## config.mk

```make
export PLATFORM = sky130hd
export DESIGN_NAME = ahcd_homing
export DESIGN_NICKNAME = d
export VERILOG_FILES = /design/src/rtl/ahcd_pkg.sv /design/src/rtl/ahcd_homing.sv
export SDC_FILE = /design/constraint.sdc
export NUM_CORES = 1
export LEC_CHECK = 0
export CAP_MARGIN = 15
export CORE_ASPECT_RATIO = 1.4
export CORE_MARGIN = 2
export CORE_UTILIZATION = 60
export CTS_CLUSTER_SIZE = 25
export DETAILED_ROUTE_END_ITERATION = 10
export DONT_BUFFER_PORTS = 1
export GPL_TIMING_DRIVEN = 1
export PLACE_DENSITY = 0.78
export SLEW_MARGIN = 25
export SYNTH_ARGS = -nofsm -noshare
export SYNTH_HDL_FRONTEND = slang
export SYNTH_SLANG_ARGS = --single-unit
```

## constraint.sdc

```tcl
create_clock -name i_clk -period 9.1 [get_ports i_clk]
set_input_delay 0.455 -clock i_clk [delete_from_list [all_inputs] [get_ports i_clk]]
set_output_delay 0.455 -clock i_clk [all_outputs]
set_load 0.02 [all_outputs]
```

## src/rtl/ahcd_pkg.sv

```systemverilog
// Behaviour
// RULE1: Count type 1 takes the first index after sensor plus travel as home.
// RULE2: Count types are refused when the sensor comes from the amplifier.
// RULE3: Count type 1 without index pass stops and raises error 120.
// RULE4: With waiver set, count type 1 completes without index pass.
// RULE5: Starting with sensor asserted, first back off until sensor releases.
// RULE6: Travel shorter than deceleration distance raises error 209 and stops.
// RULE7: Homing completes only after in-position asserts.
// RULE8: Count type 2 takes the position after travel as home.
// RULE9: Count type 2 records the command position as home.
// RULE10: Count type 3 with index passed behaves as count type 1.
// RULE11: Count type 3 without index reverses one turn, then retries.
// RULE12: Count type 3 with waiver treats zero pass as set.
// RULE13: Data-set type 1 ignores sensor and latches command position.
// RULE14: Data-set types raise no-zero-pass error unless waiver is set.
// RULE15: Data-set type 1 without absolute system overwrites current position.
// RULE16: Data-set requests supply only direction and home address.
// RULE17: Data-set type 2 latches the real measured position.
// RULE18: Operators should prefer count type 3 when home is very close.
// RULE19: Zero-pass flag sets on first index and holds until power off.
package ahcd_pkg;

  localparam int POS_W = 32;

  typedef enum logic [2:0] {
    AHCD_COUNT1 = 3'h0,
    AHCD_COUNT2 = 3'h1,
    AHCD_COUNT3 = 3'h2,
    AHCD_DSET1 = 3'h3,
    AHCD_DSET2 = 3'h4
  } ahcd_method_t;

  // APB register offsets.
  localparam logic [7:0] REG_CTRL = 8'h00;
  localparam logic [7:0] REG_TRAVEL = 8'h04;
  localparam logic [7:0] REG_DECEL = 8'h08;
  localparam logic [7:0] REG_HOME_ADDR = 8'h0C;
  localparam logic [7:0] REG_STATUS = 8'h10;
  localparam logic [7:0] REG_IRQ_STAT = 8'h14;
  localparam logic [7:0] REG_IRQ_MASK = 8'h18;
  localparam logic [7:0] REG_HOME_POS = 8'h1C;
  localparam logic [7:0] REG_ERR_CODE = 8'h20;
  localparam logic [7:0] REG_REV = 8'h24;

  // Control register fields.
  localparam int CTRL_START = 0;
  localparam int CTRL_DIR = 1;
  localparam int CTRL_AMP_SENSOR = 2;
  localparam int CTRL_WAIVER = 3;
  localparam int CTRL_ABS = 4;
  localparam int CTRL_METHOD_LSB = 8;
  localparam int CTRL_ABORT = 16;

  // Interrupt status bits.
  localparam int IRQ_DONE = 0;
  localparam int IRQ_ERR = 1;
  localparam int IRQ_ZPASS = 2;
  localparam int IRQ_W = 3;

  localparam logic [15:0] ERR_NONE = 16'h0000;
  localparam logic [15:0] ERR_ZCT = 16'h0078;
  localparam logic [15:0] ERR_OVERRUN = 16'h00D1;
  localparam logic [15:0] ERR_NO_ZERO = 16'h0079;
  localparam logic [15:0] ERR_AMP_SENSOR = 16'h008E;

  localparam logic [31:0] CTRL_RESET = 32'h0000_0000;
  localparam logic [POS_W-1:0] REV_RESET = 32'h0000_1000;

  typedef struct packed {
    logic run;
    logic dir;
    logic creep;
  } ahcd_motion_t;

  typedef struct packed {
    logic [POS_W-1:0] cmd_pos;
    logic [POS_W-1:0] real_pos;
  } ahcd_pos_t;

endpackage

```

## src/rtl/ahcd_homing.sv

```systemverilog
`timescale 1ns/10ps
module ahcd_homing
  import ahcd_pkg::*;
#(
  parameter int ADDR_W = 8
)
(
  // Clock, reset, enable
  input wire logic i_clk,
  input wire logic i_reset,
  input wire logic i_ce,
  // APB slave
  input wire logic i_psel,
  input wire logic i_penable,
  input wire logic i_pwrite,
  input wire logic [ADDR_W-1:0] i_paddr,
  input wire logic [31:0] i_pwdata,
  output logic [31:0] o_prdata,
  output logic o_pready,
  output logic o_pslverr,
  // Axis inputs
  input wire logic i_prox_sensor,
  input wire logic i_encoder_index,
  input wire logic i_in_position_flag,
  input wire ahcd_pos_t i_pos,
  // Motion command and result
  output ahcd_motion_t o_motion,
  output logic o_pos_load,
  output logic [POS_W-1:0] o_pos_value,
  output logic o_zero_pass_flag,
  output logic o_irq
);

  typedef enum logic [3:0] {
    ST_IDLE, ST_BACKOFF, ST_SEEK, ST_TRAVEL, ST_INDEX, ST_REVERSE, ST_SETTLE
  } ahcd_state_t;

  ahcd_state_t state_q;
  logic [31:0] ctrl_q, ctrl_cur;
  logic [POS_W-1:0] travel_q, decel_q, home_addr_q, rev_q, home_pos_q, start_q;
  logic [15:0] err_q;
  logic [IRQ_W-1:0] irq_stat_q, irq_mask_q, irq_set;
  logic zero_pass_q, index_in_travel_q, retried_q, busy;
  logic pos_load_q;
  logic [POS_W-1:0] pos_value_q;
  ahcd_motion_t motion_q;

  logic wr, rd_access, start_req, abort_req, waiver, zp_eff;
  ahcd_method_t method;
  logic [POS_W-1:0] moved, delta;

  assign wr = i_psel && i_penable && i_pwrite;
  assign rd_access = i_psel && i_penable && !i_pwrite;
  assign o_pready = 1'b1;
  assign start_req = wr && i_paddr == REG_CTRL && i_pwdata[CTRL_START] && !busy;
  assign abort_req = wr && i_paddr == REG_CTRL && i_pwdata[CTRL_ABORT];
  // A start written together with its settings must use the new settings.
  assign ctrl_cur = (wr && i_paddr == REG_CTRL) ? {i_pwdata[31:1], 1'b0} : ctrl_q;
  assign method = ahcd_method_t'(ctrl_cur[CTRL_METHOD_LSB +: 3]);
  assign waiver = ctrl_cur[CTRL_WAIVER];
  // Waiver makes the flag count as set for as long as the waiver bit is set.
  assign zp_eff = zero_pass_q || waiver; // [RULE12]
  assign busy = state_q != ST_IDLE;
  // Distance is taken modulo the position width, so travel through zero is measured correctly.
  assign delta = i_pos.cmd_pos - start_q;
  assign moved = delta[POS_W-1] ? -delta : delta;

  always_ff @(posedge i_clk)
  begin
    if (i_reset)
    begin
      ctrl_q <= CTRL_RESET;
      travel_q <= '0;
      decel_q <= '0;
      home_addr_q <= '0;
      rev_q <= REV_RESET;
      irq_mask_q <= '0;
    end
    else if (i_ce && wr)
    begin
      case (i_paddr)
        REG_CTRL: ctrl_q <= {i_pwdata[31:1], 1'b0};
        REG_TRAVEL: travel_q <= i_pwdata;
        REG_DECEL: decel_q <= i_pwdata;
        REG_HOME_ADDR: home_addr_q <= i_pwdata;
        REG_IRQ_MASK: irq_mask_q <= i_pwdata[IRQ_W-1:0];
        REG_REV: rev_q <= i_pwdata;
        default: ;
      endcase
    end
  end

  // Sticky until power loss; only reset clears it.
  always_ff @(posedge i_clk)
  begin
    if (i_reset)
      zero_pass_q <= 1'b0;
    else if (i_ce && i_encoder_index)
      zero_pass_q <= 1'b1; // [RULE19]
  end

  always_ff @(posedge i_clk)
  begin
    if (i_reset)
      irq_stat_q <= '0;
    else if (i_ce)
    begin
      if (wr && i_paddr == REG_IRQ_STAT)
        irq_stat_q <= (irq_stat_q & ~i_pwdata[IRQ_W-1:0]) | irq_set;
      else
        irq_stat_q <= irq_stat_q | irq_set;
    end
  end
  assign o_irq = |(irq_stat_q & ~irq_mask_q);

  always_comb
  begin
    o_prdata = '0;
    o_pslverr = 1'b0;
    if (rd_access)
    begin
      case (i_paddr)
        REG_CTRL: o_prdata = ctrl_q;
        REG_TRAVEL: o_prdata = travel_q;
        REG_DECEL: o_prdata = decel_q;
        REG_HOME_ADDR: o_prdata = home_addr_q;
        REG_STATUS: o_prdata = {28'h0, motion_q.run, zero_pass_q, i_in_position_flag, busy};
        REG_IRQ_STAT: o_prdata = {29'h0, irq_stat_q};
        REG_IRQ_MASK: o_prdata = {29'h0, irq_mask_q};
        REG_HOME_POS: o_prdata = home_pos_q;
        REG_ERR_CODE: o_prdata = {16'h0, err_q};
        REG_REV: o_prdata = rev_q;
        default: o_pslverr = 1'b1;
      endcase
    end
    else if (wr && i_paddr > REG_REV)
      o_pslverr = 1'b1;
  end

  // Homing sequencer.
  always_ff @(posedge i_clk)
  begin
    if (i_reset)
    begin
      state_q <= ST_IDLE;
      motion_q <= '0;
      err_q <= ERR_NONE;
      home_pos_q <= '0;
      start_q <= '0;
      index_in_travel_q <= 1'b0;
      retried_q <= 1'b0;
      pos_load_q <= 1'b0;
      pos_value_q <= '0;
      irq_set <= '0;
    end
    else if (i_ce)
    begin
      pos_load_q <= 1'b0;
      irq_set <= '0;
      irq_set[IRQ_ZPASS] <= i_encoder_index && !zero_pass_q;
      if (abort_req && busy)
      begin
        motion_q <= '0;
        state_q <= ST_IDLE;
      end
      else
      case (state_q)
        ST_IDLE:
        begin
          if (start_req)
          begin
            err_q <= ERR_NONE;
            retried_q <= 1'b0;
            index_in_travel_q <= 1'b0;
            if (method == AHCD_DSET1 || method == AHCD_DSET2)
            begin
              // Sensor, travel and deceleration settings are not used here.
              if (!zp_eff) // [RULE14]
              begin
                err_q <= ERR_NO_ZERO;
                irq_set[IRQ_ERR] <= 1'b1;
              end
              else
              begin
                // Command position, or real position for type 2.
                home_pos_q <= (method == AHCD_DSET1) ? i_pos.cmd_pos : i_pos.real_pos; // [RULE13] [RULE17]
                pos_load_q <= !ctrl_cur[CTRL_ABS]; // [RULE15]
                pos_value_q <= home_addr_q;
                state_q <= ST_SETTLE;
              end
            end
            else if (ctrl_cur[CTRL_AMP_SENSOR])
            begin
              err_q <= ERR_AMP_SENSOR; // [RULE2]
              irq_set[IRQ_ERR] <= 1'b1;
            end
            else if (travel_q < decel_q)
            begin
              err_q <= ERR_OVERRUN; // [RULE6]
              irq_set[IRQ_ERR] <= 1'b1;
            end
            else if (i_prox_sensor)
            begin
              motion_q <= '{run: 1'b1, dir: !ctrl_cur[CTRL_DIR], creep: 1'b1}; // [RULE5]
              state_q <= ST_BACKOFF;
            end
            else
            begin
              motion_q <= '{run: 1'b1, dir: ctrl_cur[CTRL_DIR], creep: 1'b0};
              state_q <= ST_SEEK;
            end
          end
        end
        ST_BACKOFF:
        begin
          if (!i_prox_sensor)
          begin
            motion_q <= '{run: 1'b1, dir: ctrl_q[CTRL_DIR], creep: 1'b0}; // [RULE5]
            state_q <= ST_SEEK;
          end
        end
        ST_SEEK:
        begin
          if (i_encoder_index)
            index_in_travel_q <= 1'b1;
          if (i_prox_sensor)
          begin
            start_q <= i_pos.cmd_pos;
            state_q <= ST_TRAVEL;
          end
        end
        ST_TRAVEL:
        begin
          if (i_encoder_index)
            index_in_travel_q <= 1'b1;
          if (moved >= decel_q)
            motion_q.creep <= 1'b1;
          if (moved >= travel_q)
          begin
            if (method == AHCD_COUNT2)
            begin
              motion_q <= '0;
              home_pos_q <= i_pos.cmd_pos; // [RULE8] [RULE9]
              state_q <= ST_SETTLE;
            end
            else if (index_in_travel_q || zp_eff) // [RULE4] [RULE10] [RULE12]
              state_q <= ST_INDEX; // [RULE1]
            else if (method == AHCD_COUNT3 && !retried_q)
            begin
              motion_q <= '{run: 1'b1, dir: !ctrl_q[CTRL_DIR], creep: 1'b1}; // [RULE11]
              start_q <= i_pos.cmd_pos;
              retried_q <= 1'b1;
              state_q <= ST_REVERSE;
            end
            else
            begin
              motion_q <= '0; // [RULE3]
              err_q <= ERR_ZCT;
              irq_set[IRQ_ERR] <= 1'b1;
              state_q <= ST_IDLE;
            end
          end
        end
        ST_REVERSE:
        begin
          if (i_encoder_index)
            index_in_travel_q <= 1'b1;
          if (moved >= rev_q && index_in_travel_q)
          begin
            motion_q <= '{run: 1'b1, dir: ctrl_q[CTRL_DIR], creep: 1'b1}; // [RULE11]
            state_q <= i_prox_sensor ? ST_BACKOFF : ST_SEEK;
            if (i_prox_sensor)
              motion_q.dir <= !ctrl_q[CTRL_DIR];
          end
        end
        ST_INDEX:
        begin
          if (i_encoder_index)
          begin
            motion_q <= '0;
            home_pos_q <= i_pos.real_pos; // [RULE1]
            state_q <= ST_SETTLE;
          end
        end
        ST_SETTLE:
        begin
          if (i_in_position_flag) // [RULE7]
          begin
            irq_set[IRQ_DONE] <= 1'b1;
            state_q <= ST_IDLE;
          end
        end
        default: state_q <= ST_IDLE;
      endcase
    end
  end

  assign o_motion = motion_q;
  assign o_pos_load = pos_load_q;
  assign o_pos_value = pos_value_q;
  assign o_zero_pass_flag = zero_pass_q;

endmodule

```

### Word-level counts from Yosys, hierarchy flattened

Cells that the tools add are included.

| storage, ports and cells | value |
|---|---|
| input port bits | 113 |
| flip-flop bits (word level) | 291 |
| output and inout bits | 72 |

| operators by class | value |
|---|---|
| bitwise logic cells | 7 |
| add/subtract/negate cells | 2 |
| muxes and demuxes | 91 |
| equal/unequal tests | 45 |
| reduce and logical (&&, ||, !) cells | 51 |
| order comparisons | 5 |

Operators with widths:

| cell | count |
|---|---|
| $mux W32 | 14 |
| $pmux W32 S10 | 1 |
| $ge A32 B32 Y1 | 3 |
| $mux W16 | 6 |
| $pmux W32 S3 | 1 |
| $pmux W32 S2 | 1 |
| $mux W3 | 16 |
| $mux W4 | 12 |
| $eq A8 B5 Y1 const B | 4 |
| $lt A32 B32 Y1 | 1 |
| $neg A32 Y32 | 1 |
| $pmux W16 S2 | 1 |
| $sub A32 B32 Y32 | 1 |
| $ne A3 B3 Y1 const B | 10 |
| $pmux W4 S7 | 1 |
| $mux W1 | 27 |
| $reduce_and A8 Y1 | 3 |
| $ne A2 B2 Y1 const B | 11 |
| $reduce_and A11 Y1 | 2 |
| $reduce_and A9 Y1 | 2 |
| $eq A8 B4 Y1 const B | 2 |
| $eq A8 B6 Y1 const B | 2 |
| $mux W8 | 2 |
| $ne A4 B4 Y1 const B | 4 |
| 32 further kinds | 73 |

### Logic depth before layout (Yosys ltp)

Gate-level depths: netlist of run 1.

| logic depth | value |
|---|---|
| depth in word-level cells | 12 |
| mapped depth | 28 |

### Worst setup path before layout of run 1

Ideal clock, no wire load.

| timing | value |
|---|---|
| kind | input -> register |
| from | in i_pos[32] in the netlist's numbering |
| to | reg motion_q (netlist bit o_motion[0]) |
| arrival | 5.905 ns |
| slack | 3.136 ns |
| buffers on the path | 2 |
| library setup time | 0.059 ns |
| stages | 27 |
| required time | 9.041 ns |
| path through | inv_1 -> ha_1 -> inv_1 -> fa_1 -> a21oi_1 -> o2111ai_1 -> nand2_1 -> a21o_1 -> xnor2_1 -> or4_1 -> buf_2 -> or4_4 -> and4bb_1 -> nor2_1 -> xor2_1 -> ha_1 -> a21o_1 -> a21o_1 -> a21oi_1 -> o21ai_0 -> a21o_1 -> a221oi_1 -> and3_1 -> clkbuf_1 -> a22oi_1 -> a2111oi_0 -> mux2_2 |

| between the ends | value |
|---|---|
| cells in the longest elaborated chain, start to end | 10 |

Ends and longest elaborated chain:

| element | RTL line | RTL |
|---|---|---|
| start: declaration | ahcd_homing.sv:25 | `input wire ahcd_pos_t i_pos,` |
| $sub A32 B32 Y32 (*) | ahcd_homing.sv:65 | `assign delta = i_pos.cmd_pos - start_q;` |
| $neg A32 Y32 | ahcd_homing.sv:66 | `assign moved = delta[POS_W-1] ? -delta : delta;` |
| $mux W32 (*) | ahcd_homing.sv:66 |  |
| $ge A32 B32 Y1 | ahcd_homing.sv:236 | `if (moved >= decel_q)` |
| $mux W1 | ahcd_homing.sv:236 |  |
| $mux W3 | ahcd_homing.sv:246 | `else if (index_in_travel_q \|\| zp_eff)` |
| $mux W3 | ahcd_homing.sv:240 | `if (method == AHCD_COUNT2)` |
| $mux W3 | ahcd_homing.sv:238 | `if (moved >= travel_q)` |
| $pmux W3 S5 | ahcd_homing.sv:167 | `case (state_q)` |
| $mux W3 | ahcd_homing.sv:161 | `if (abort_req && busy)` |
| end signal: assignment | ahcd_homing.sv:204 | `motion_q <= '{run: 1'b1, dir: !ctrl_cur[CTRL_DIR], creep: 1'b1};` |
| end signal: assignment | ahcd_homing.sv:250 | `motion_q <= '{run: 1'b1, dir: !ctrl_q[CTRL_DIR], creep: 1'b1};` |
| end signal: assignment | ahcd_homing.sv:270 | `motion_q <= '{run: 1'b1, dir: ctrl_q[CTRL_DIR], creep: 1'b1};` |
| end: declaration | ahcd_homing.sv:46 | `ahcd_motion_t motion_q;` |

Every way passes the cells marked *; elsewhere a longest branch is shown, timed or not. The select of a mux whose other input is x is not followed.
A chain may end at the register's enable or synchronous reset.

### Worst setup path after layout of run 1

| timing | value |
|---|---|
| from | reg start_q[4] |
| to | reg home_pos_q[6] |

| between the ends | value |
|---|---|
| cells in the longest elaborated chain, start to end | 6 |

Ends and longest elaborated chain:

| element | RTL line | RTL |
|---|---|---|
| start: declaration | ahcd_homing.sv:40 | `logic [POS_W-1:0] travel_q, decel_q, home_addr_q, rev_q, home_pos_q, start_q;` |
| start signal: assignment | ahcd_homing.sv:228 | `start_q <= i_pos.cmd_pos;` |
| start signal: assignment | ahcd_homing.sv:251 | `start_q <= i_pos.cmd_pos;` |
| $sub A32 B32 Y32 (*) | ahcd_homing.sv:65 |  |
| $neg A32 Y32 | ahcd_homing.sv:66 |  |
| $mux W32 (*) | ahcd_homing.sv:66 |  |
| $ge A32 B32 Y1 (*) | ahcd_homing.sv:238 |  |
| $ne A2 B2 Y1 (no line) (*) | - |  |
| $reduce_and A9 Y1 (no line) (*) | - |  |
| end signal: assignment | ahcd_homing.sv:186 | `home_pos_q <= (method == AHCD_DSET1) ? i_pos.cmd_pos : i_pos.real_pos;` |
| end signal: assignment | ahcd_homing.sv:243 | `home_pos_q <= i_pos.cmd_pos;` |
| end signal: assignment | ahcd_homing.sv:281 | `home_pos_q <= i_pos.real_pos;` |
| end: declaration | ahcd_homing.sv:40 |  |

Every way passes the cells marked *; elsewhere a longest branch is shown, timed or not.

==> results.md, run 1 <==
### Run status
• result of the run: completed

### Logic synthesis
• most common cell in the synthesized netlist: nand2_1
• number of warnings printed during yosys synthesis: 0
• mean cell area of the mapped netlist: 7.72 um2
• complex-gate fraction of the synthesized area: 22.0%
• Synth top area share: 31.3%
• Netlist Area Pre-Place: 17900 um2
• ys flop type: dfxtp_1
• Synth Area in Simple Gates: 20.2%
• flop and latch count out of synthesis: 280
• cell count after synthesis: 2318
• largest family of logic cells by synthesized area: compound AO/OA/AOI/OAI gates
• fraction of synthesized cell area in xor and xnor cells: 2.59%
• Net Count, Synth: 2591
• Synth area leader: dfxtp_1
• number of flops mapped to enable cells by yosys: 0
• cell types with the highest counts after synthesis: nand2_1, dfxtp_1, a21oi_1, nor2_1, ha_1
• mux contribution to synthesized area: 6.40%
• async set or reset register ratio after synthesis: 0%
• top area cells in the synthesized netlist: dfxtp_1, ha_1, nand2_1, a21oi_1, mux2i_1
• count of distinct cell types in the synthesized netlist: 84
• fraction of the mapped netlist area in adder cells: 11.2%
• share of synthesized area occupied by flip-flops and latches: 31.3%

### Final layout
• share of final-layout standard cells stronger than drive strength 1: 4.71%
• area used by sequential logic in the layout: 5610 um2
• number of standard cells in the final layout excluding fillers: 2650
• Area Overhead vs Synth: 7.45%
• number of antenna repair diodes: 0
• Filler Cells Inserted: 2575
• total area of multi-input combinational cells: 11200 um2
• Final #Nets: 2524

### STA
• unrepaired setup endpoints after global routing: false
• number of pins with negative max-slew slack in the final report: 0
• fin crit share: 74.3%
• setup violation total in the final timing report: 0
• Hold Slack: 0.0173 ns
• upper clock frequency limit: 0.148 GHz
• Worst Tran Pin Value: 1.13 ns
• Post-Route Setup TNS: 0 ns
• final worst path period need: 6.76 ns
• Worst Clk Skew: 0.0152 ns
• final setup margin: 2.34 ns
• number of endpoints with negative hold slack in the final report: 0
• max_slew headroom: 24.5%

### Placed design
• PortBufs: 0
• DPL Wire Length: 42500 um
• Post-Place Cells: 2578
• final RePlAce weighted congestion: 0.940
• worst slack, placed: 2.24 ns

### Floorplan
• number of top-level pins: 185
• chip height: 208 um
• die span in x: 150 um
• core area: 29300 um2
• number of cell rows: 74
• initial core utilization: 61.2%
• floorplan die area: 31200 um2

### Clock tree
• CTS H-Tree Depth: 1
• maximum buffer depth of the clock tree: 3
• number of buffers inserted during clock tree synthesis: 28
• Setup Fix Bufs, Post-CTS: 0
• Reg clk slew, reported paths: 0.07 ns
• Worst-Skew Late Latency: 0.57 ns
• CTS root buffer: clkbuf_16
• total number of clock tree sinks: 280
• clock tree from TritonCTS: done

### Pwr
• switching power summed over all nets: 816 uW
• net switching fraction of the power: 27.8%
• power density of the placed cells: 152 nW/um2
• total leakage power: 0.00669 uW
• clock power share: 41.7%
• sequential share of power: 41.9%
• cell internal pwr: 2120 uW
• fraction of power consumed by combinational cells: 16.5%
• Peak supply drop: 0.000163 V

### Setup path
• total buffers and inverters traversed by the critical path: 2
• crit-path max FO: 64
• crit-path cells: inv_1 > ha_1 > nor3_1 > o21bai_1 > o211a_1 > o311ai_1 > nor4_1 > nand4b_1 > or4_4 > and4bb_1 > nor2_1 > xor2_1 > ha_1 > a21o_1 > a21o_1 > a21oi_1 > o21ai_0 > a21o_1 > a221oi_1 > and3_1 > a211oi_4 > buf_4 > nor2_1 > a211oi_1
• gate family responsible for the most delay along the worst path: simple AND/OR/NAND/NOR gates
• Worst EP arrival: 7.17 ns
• Critical Path Source Type: flop
• kind of capture point of the worst setup path: flop
• critical-path cell with the highest stage delay: or4_4
• CP max stage delay: 0.62 ns
• type of the worst setup path: flop to flop
• cell with the most instances on the worst path: a21o_1
• Worst EP required: 9.51 ns

### Route
• router iterations before antenna repair: 8
• drt first-iter violations: 1649
• DR vias/cell: 6.48
• number of vias after detailed routing: 17200
• DR DRC count: 0
• total wirelength of the detailed-routed design: 61300 um
• remaining number of nets flagged by the antenna check after routing: 0
• Routed WL per cell: 23.1 um

### Global route
• global-route congestion overflow total: 0
• antenna violations before repair: 0
• maximum number of pins on one net before global-route repair: 179
• first-pass GRT wire length: 93300 um
• number of global-route vias before repair: 16900
• gr usage total: 38.2%

### Job
• number of max-cap violations: 0

### Worst hold path
• class of the worst hold path: input port to flop

[cells by family after synthesis]
logic type	count (synthesis)
XOR/XNOR	53
multiplexers	114
other	1
AO/OA/AOI/OAI	597
flip-flops	280
AND/OR/NAND/NOR	831
buffers and inverters	282
adder cells (fa/ha/maj)	160
[state kept, by name (all words and copies together), names as in the netlist, 3 cells and up]
name,flops
irq_stat_q,3
irq_set,3
o_pos_value,32
rev_q,32
ctrl_q,31
decel_q,32
state_q,3
travel_q,32
o_motion,3
start_q,32
irq_mask_q,3
err_q,6
home_addr_q,32
home_pos_q,32
[power by group through the flow]
stage,clock network (uW),registers [uW],logic [uW]
6_report,1220,1230,483
2_1_floorplan,0,1260,349
5_1_grt,1270,1230,534
3_5_place_dp,0,1260,438
4_1_cts,1230,1230,475
3_3_place_gp,0,1260,425
[through the flow]
| step | utilization, % | power, uW | area [um2] |
|---|---|---|---|
| global route | 65.7 | 3030 | 19200 |
| finish | 65.7 | 2930 | 19200 |
| CTS | 65.7 | 2930 | 19200 |
| floorplan | - | 1600 | 17900 |
| global placement | 61.5 | 1680 | 18000 |
| detailed placement | 61.5 | 1690 | 18000 |
[cell type report]
type / count / area share [%]
flip-flops and latches: 280 / 29.1
multi-input cells: 1756 / 58.5
well taps: 380 / 2.47
repair buffers: 42 / 2.17
inverters: 143 / 2.79
clock inverters: 12 / 0.800
clock buffers: 37 / 4.14
[routing by layer]
metal  part of all wire, %  vias to the layer above  routed length, um  track usage, %
met4                   5.2                        0               3190            19.0
met1                    37                     8125              22900            45.3
li1                      -                     8023                  -               -
met3                   8.7                      171               5350            7.02
met5                     0                        -                  0               0
met2                    49                      847              29800            65.6
[cells in the final DEF (no fill, tap or decap), types with 11 or more instances in the layout]
master / netlist / layout
nand2_1: 443 / 441
dfxtp_1: 280 / 280
a21oi_1: 239 / 239
nor2_1: 202 / 196
ha_1: 159 / 159
inv_1: 143 / 143
mux2i_1: 111 / 111
a21o_1: 49 / 49
a211oi_1: 46 / 45
a31oi_1: 43 / 43
o21ai_0: 43 / 43
nand3_1: 31 / 30
a22o_1: 30 / 30
a222oi_1: 29 / 29
clkbuf_16: 0 / 29
xnor2_1: 27 / 27
xor2_1: 26 / 26
nand4_1: 25 / 25
dlygate4sd3_1: 0 / 20
buf_4: 4 / 19
nand2b_1: 18 / 18
nor2b_1: 17 / 17
nor3_1: 20 / 17
a22oi_1: 16 / 16
nor4_1: 15 / 14
o211ai_1: 11 / 11
[timing repair]
item	CTS	global route
hold buffers	23	0
gates resized for setup	0	0
endpoints found under the setup margin	0	0
hold endpoints to repair	178	0
[final timing paths]
kind / startpoint / cells past startpoint / endpoint / slack [ns]
worst max-delay path: start_q[4]$_SDFFE_PP0P_ / 24 / home_pos_q[6]$_SDFFE_PP0P_ / 2.34
worst min-delay path: i_pwdata[13] / 2 / ctrl_q[13]$_SDFFE_PP0P_ / 0.02
worst max register to register: start_q[4]$_SDFFE_PP0P_ / 24 / home_pos_q[6]$_SDFFE_PP0P_ / 2.34
worst min register to register: ctrl_q[23]$_SDFFE_PP0P_ / 2 / ctrl_q[23]$_SDFFE_PP0P_ / 0.46
Note: power is estimated with default switching activity, not from simulation.
==> inputs of run 2 (changes only) <==
==> constraint.sdc (replaced) <==
create_clock -name i_clk -period 6.5 [get_ports i_clk]
set_input_delay 0.325 -clock i_clk [delete_from_list [all_inputs] [get_ports i_clk]]
set_output_delay 0.325 -clock i_clk [all_outputs]
set_load 0.02 [all_outputs]
==> results.md, run 2 (synthesis gave the netlist of run 1 again) <==
### Route
• router iterations before antenna repair: 7
• total wirelength of the detailed-routed design: 61500 um
• number of vias after detailed routing: 17700
• remaining number of nets flagged by the antenna check after routing: 0
• Routed WL per cell: 22.4 um
• DR DRC count: 0
• drt first-iter violations: 1557
• DR vias/cell: 6.45

### Clock tree
• maximum buffer depth of the clock tree: 3
• number of buffers inserted during clock tree synthesis: 29
• Reg clk slew, reported paths: 0.06 ns
• clock tree from TritonCTS: done
• CTS H-Tree Depth: 1
• CTS root buffer: clkbuf_16
• total number of clock tree sinks: 280
• Setup Fix Bufs, Post-CTS: 0
• Worst-Skew Late Latency: 0.58 ns

### Setup path
• kind of capture point of the worst setup path: flop
• gate family responsible for the most delay along the worst path: simple AND/OR/NAND/NOR gates
• CP max stage delay: 0.59 ns
• Worst EP required: 6.93 ns
• total buffers and inverters traversed by the critical path: 3
• crit-path max FO: 32
• end of the worst register-to-register path: start_q[20]$_SDFFE_PP0P_
• type of the worst setup path: flop to flop
• slack of the worst reg-to-reg path: 0.37 ns
• Worst R2R Start: start_q[1]$_SDFFE_PP0P_
• Worst EP arrival: 6.56 ns
• Critical Path Source Type: flop
• cell count of the worst reg-to-reg path: 25
• critical-path cell with the highest stage delay: or4_1

### Final layout
• Final #Nets: 2610
• Area Overhead vs Synth: 12.6%
• share of final-layout standard cells stronger than drive strength 1: 6.27%
• total area of multi-input combinational cells: 11300 um2
• highest-count cells in the layout ignoring fill and taps: nand2_1, dfxtp_1, a21oi_1
• most common cell after layout, fill and taps aside: nand2_1
• Filler Cells Inserted: 2438
• area used by sequential logic in the layout: 5610 um2

### STA
• final setup margin: 0.371 ns
• number of endpoints with negative hold slack in the final report: 0
• upper clock frequency limit: 0.163 GHz
• max_slew headroom: 25.5%
• final worst path period need: 6.13 ns
• number of pins with negative max-slew slack in the final report: 0
• setup violation total in the final timing report: 0
• Worst Clk Skew: 0.0120 ns
• Post-Route Setup TNS: 0 ns
• Hold Slack: 0.00318 ns
• fin crit share: 94.3%
• Worst Tran Pin Value: 1.12 ns
• unrepaired setup endpoints after global routing: false

### Floorplan
• chip height: 208 um
• number of top-level pins: 185
• floorplan die area: 31200 um2
• core area: 29300 um2
• die span in x: 150 um
• initial core utilization: 61.2%
• number of cell rows: 74

### Placed design
• DPL Wire Length: 42300 um
• final RePlAce weighted congestion: 0.938
• PortBufs: 0
• worst slack, placed: 0.270 ns

### Worst hold path
• class of the worst hold path: input port to flop
• hold path start: i_reset
• Hold Path End: o_motion[0]$_SDFFE_PP0P_
• count of cells along the worst hold path: 2

### Global route
• number of global-route vias before repair: 17500
• maximum number of pins on one net before global-route repair: 275
• global-route met2 utilization: 65.2%
• global-route congestion overflow total: 0
• antenna violations before repair: 2
• layer with the highest usage after global routing: met2
• first-pass GRT wire length: 94600 um
• GRT met1 Usage: 45.2%
• gr usage total: 38.3%
• GR Util met3: 6.47%

### Pwr
• power density of the placed cells: 215 nW/um2
• total leakage power: 0.00712 uW
• Peak supply drop: 0.000255 V

### Run status
• result of the run: completed

### Job
• number of max-cap violations: 0

==> run 2: cell count changes in the layout (fill, tap and decap cells not counted), sizes merged <==
cell         before  now
clkinvlp          3    4
clkbuf           37   38
buf              22   52
dlygate4sd3      20   75
clkinv            3    4
diode             0    2
bufinv            3    5
==> run 2: worst max path at each step <==
| stage | start | to | slack (ns) | cells past startpoint |
|---|---|---|---|---|
| 2_1_floorplan | i_pos[32] | o_motion[0]$_SDFFE_PP0P_ | 0.67 | 27 |
| 3_3_place_gp | i_pos[32] | err_q[7]$_SDFFE_PP0P_ | 0.38 | 22 |
| 3_5_place_dp | i_pos[32] | err_q[7]$_SDFFE_PP0P_ | 0.27 | 22 |
| 4_1_cts | start_q[6]$_SDFFE_PP0P_ | err_q[7]$_SDFFE_PP0P_ | 0.23 | 20 |
| 5_1_grt | start_q[1]$_SDFFE_PP0P_ | start_q[20]$_SDFFE_PP0P_ | 0.01 | 25 |
| 6_report | start_q[1]$_SDFFE_PP0P_ | start_q[20]$_SDFFE_PP0P_ | 0.37 | 25 |
==> run 2: per-layer routing <==
layer  share of wire, %  wire length (um)  vias to the layer above
li1                   -                 -                     8219
met1                 37             22600                     8259
met2                 48             29600                      952
met3                9.2              5670                      251
met4                5.8              3590                        0
met5                  0                 0                        -
==> run 2: repair_timing <==
item / in CTS / in global routing
endpoints found under the hold margin: 275 / 0
resized for setup: 0 / 10
endpoints found under the setup margin: 0 / 76
hold buffers: 76 / 0
==> run 2: layout make-up <==
class / instances / area share, %
antenna: 2 / 0.0248
clock buffer: 38 / 4.07
sequential: 280 / 27.8
inverter: 143 / 2.66
timing repair buffer: 127 / 5.98
multi-input combinational: 1756 / 55.9
clock inverter: 16 / 1.14
tap: 380 / 2.36
==> run 2: worst reg2reg max path, cell delays in order (launching register included) <==
cell and delay, ns:
dfxtp_1 0.34, inv_1 0.08, ha_1 0.27, nor2b_1 0.21, o2111ai_1 0.17, a311oi_2 0.44
nor2_1 0.14, xnor2_1 0.20, or4_1 0.59, or4_4 0.56, and4bb_1 0.33, nor2_1 0.07
xor2_1 0.21, ha_1 0.28, a21o_1 0.18, a21o_1 0.17, a21oi_1 0.12, o21ai_0 0.10
a21o_1 0.18, a221oi_1 0.28, and3_4 0.29, buf_4 0.16, a21oi_4 0.06, buf_12 0.19
mux2i_1 0.31, nor2_1 0.08
==> run 2: per-stage QoR <==
stage               utilization [%]  instance area [um2]  cells  total power [uW]
finish                         68.9                20200   2742              4330
CTS                            68.6                20100   2739              4310
global placement               62.4                18300   2609              2390
floorplan                         -                17900   2318              2250
global route                   68.9                20200   2742              4470
detailed placement             62.4                18300   2609              2410
==> run 2: report_power, final <==
part | switching, uW | internal (uW)
Combinational | 444 | 322
Clock | 749 | 1090
Sequential | 2.20 | 1720
==> inputs of run 3 (changes only) <==
--- a/config.mk
+++ b/config.mk
@@ -9,12 +9,13 @@
 export CORE_ASPECT_RATIO = 1.4
 export CORE_MARGIN = 2
 export CORE_UTILIZATION = 60
-export CTS_CLUSTER_SIZE = 25
+export CTS_CLUSTER_SIZE = 16
 export DETAILED_ROUTE_END_ITERATION = 10
 export DONT_BUFFER_PORTS = 1
 export GPL_TIMING_DRIVEN = 1
+export HOLD_SLACK_MARGIN = 0.15
 export PLACE_DENSITY = 0.78
-export SLEW_MARGIN = 25
+export SLEW_MARGIN = 20
 export SYNTH_ARGS = -nofsm -noshare
 export SYNTH_HDL_FRONTEND = slang
 export SYNTH_SLANG_ARGS = --single-unit
==> results.md, run 3 (synthesis gave the netlist of run 1 again) <==
### Pwr
• power density of the placed cells: 213 nW/um2
• total leakage power: 0.00722 uW
• Peak supply drop: 0.000264 V

### STA
• Worst Tran Pin Value: 1.13 ns
• number of endpoints with negative hold slack in the final report: 0
• number of pins with negative max-slew slack in the final report: 0
• final worst path period need: 6.17 ns
• upper clock frequency limit: 0.162 GHz
• max_slew headroom: 24.3%
• Post-Route Setup TNS: 0 ns
• fin crit share: 95.0%
• Worst Clk Skew: 0.0113 ns
• setup violation total in the final timing report: 0
• unrepaired setup endpoints after global routing: false
• final setup margin: 0.328 ns

### Setup path
• CP max stage delay: 0.56 ns
• crit-path max FO: 64
• Worst EP required: 6.94 ns
• total buffers and inverters traversed by the critical path: 3
• Worst R2R Start: start_q[0]$_SDFFE_PP0P_
• Worst EP arrival: 6.61 ns
• cell with the most instances on the worst path: a21o_1
• Critical Path Source Type: flop
• kind of capture point of the worst setup path: flop
• type of the worst setup path: flop to flop
• critical-path cell with the highest stage delay: or4_4
• Critical Path Start: start_q[0]$_SDFFE_PP0P_
• gate family responsible for the most delay along the worst path: simple AND/OR/NAND/NOR gates

### Floorplan
• initial core utilization: 61.2%
• floorplan die area: 31200 um2
• number of top-level pins: 185
• die span in x: 150 um
• number of cell rows: 74
• chip height: 208 um
• core area: 29300 um2

### Clock tree
• CTS root buffer: clkbuf_16
• clock tree from TritonCTS: done
• Worst-Skew Late Latency: 0.58 ns
• maximum buffer depth of the clock tree: 3
• number of buffers inserted during clock tree synthesis: 29
• CTS H-Tree Depth: 1
• Reg clk slew, reported paths: 0.06 ns
• Setup Fix Bufs, Post-CTS: 0
• total number of clock tree sinks: 280

### Route
• DR vias/cell: 6.43
• uppermost signal routing layer after detailed routing: met4
• DR DRC count: 0
• total wirelength of the detailed-routed design: 61700 um
• wire length on met3: 5800 um
• Routed WL per cell: 22.3 um
• wl on met1: 22400 um
• number of vias after detailed routing: 17800
• remaining number of nets flagged by the antenna check after routing: 0
• drt first-iter violations: 1642
• met2 wire length: 29600 um
• router iterations before antenna repair: 7

### Job
• number of max-cap violations: 0

### Global route
• gr usage total: 38.4%
• global-route congestion overflow total: 0
• maximum number of pins on one net before global-route repair: 278
• first-pass GRT wire length: 94900 um
• number of global-route vias before repair: 17600
• antenna violations before repair: 3

### Placed design
• PortBufs: 0
• DPL Wire Length: 42300 um
• final RePlAce weighted congestion: 0.938
• worst slack, placed: 0.270 ns

### Final layout
• Area Overhead vs Synth: 14.0%
• highest-count cells in the layout ignoring fill and taps: nand2_1, dfxtp_1, a21oi_1
• Final #Nets: 2635
• Filler Cells Inserted: 2400
• most common cell after layout, fill and taps aside: nand2_1
• share of final-layout standard cells stronger than drive strength 1: 6.16%

### Worst hold path
• hold path start: i_pos[43]
• class of the worst hold path: input port to flop

### Run status
• result of the run: completed

run 3: cell count changes in the layout (fill, tap and decap cells not counted), sizes merged:
cell	delta
diode	+1
dlygate4sd3	+25
run 3: path summary, 6_finish.rpt:
path                                 end  slack, ns  depth (start not counted)
max          home_pos_q[27]$_SDFFE_PP0P_       0.33                         26
min reg2reg      ctrl_q[13]$_SDFFE_PP0P_       0.46                          2
max reg2reg  home_pos_q[27]$_SDFFE_PP0P_       0.33                         26
min          home_pos_q[11]$_SDFFE_PP0P_       0.15                          2
run 3: area by class of cell:
cell class,count,area (um2),share of cell area [%]
timing repair buffer,152,1460,7.14
tap,380,475,2.33
clock inverter,16,230,1.13
multi-input combinational,1756,11300,55.2
inverter,143,537,2.63
antenna,3,7.51,0.0368
clock buffer,38,820,4.02
sequential,280,5610,27.5
run 3: worst reg2reg max path, stage by stage (launching register included):
cell	delay (ns)
dfxtp_1	0.34
ha_1	0.17
inv_1	0.05
fa_1	0.40
a21oi_1	0.26
o2111ai_1	0.24
nand4_1	0.21
nand2_1	0.13
xor2_1	0.19
or4_1	0.50
or4_4	0.56
and4bb_1	0.33
nor2_1	0.07
xor2_1	0.21
ha_1	0.28
a21o_1	0.18
a21o_1	0.17
a21oi_1	0.12
o21ai_0	0.10
a21o_1	0.18
a221oi_1	0.25
and3_2	0.32
buf_4	0.17
a211oi_4	0.07
buf_12	0.21
nor2_1	0.23
a211oi_1	0.09
run 3: timing repair:
item | in CTS | in global routing
hold endpoints to repair | 280 | 1
hold buffers | 100 | 1
resized for setup | 0 | 8
setup endpoints to repair | 0 | 76
run 3: power by group:
group	switching [uW]	internal, uW
sequential	2.19	1720
combinational	448	330
clock	754	1090
total	1200	3140
run 3: routing by layer:
layer	GRT usage (%)	vias up
met5	0	-
met1	45.1	8281
met3	6.45	255
met4	21.9	0
li1	-	8267
met2	65.5	985
run 3: per-stage QoR:
step                hold WS [ns]  util (%)  cells  area, um2  power [uW]
finish                     0.149      69.7   2768      20400        4340
global route               0.157      69.7   2768      20400        4480
CTS                        0.153      69.5   2763      20300        4320
detailed placement         0.422      62.4   2609      18300        2410
global placement           0.418      62.4   2609      18300        2390
floorplan                  0.436         -   2318      17900        2250
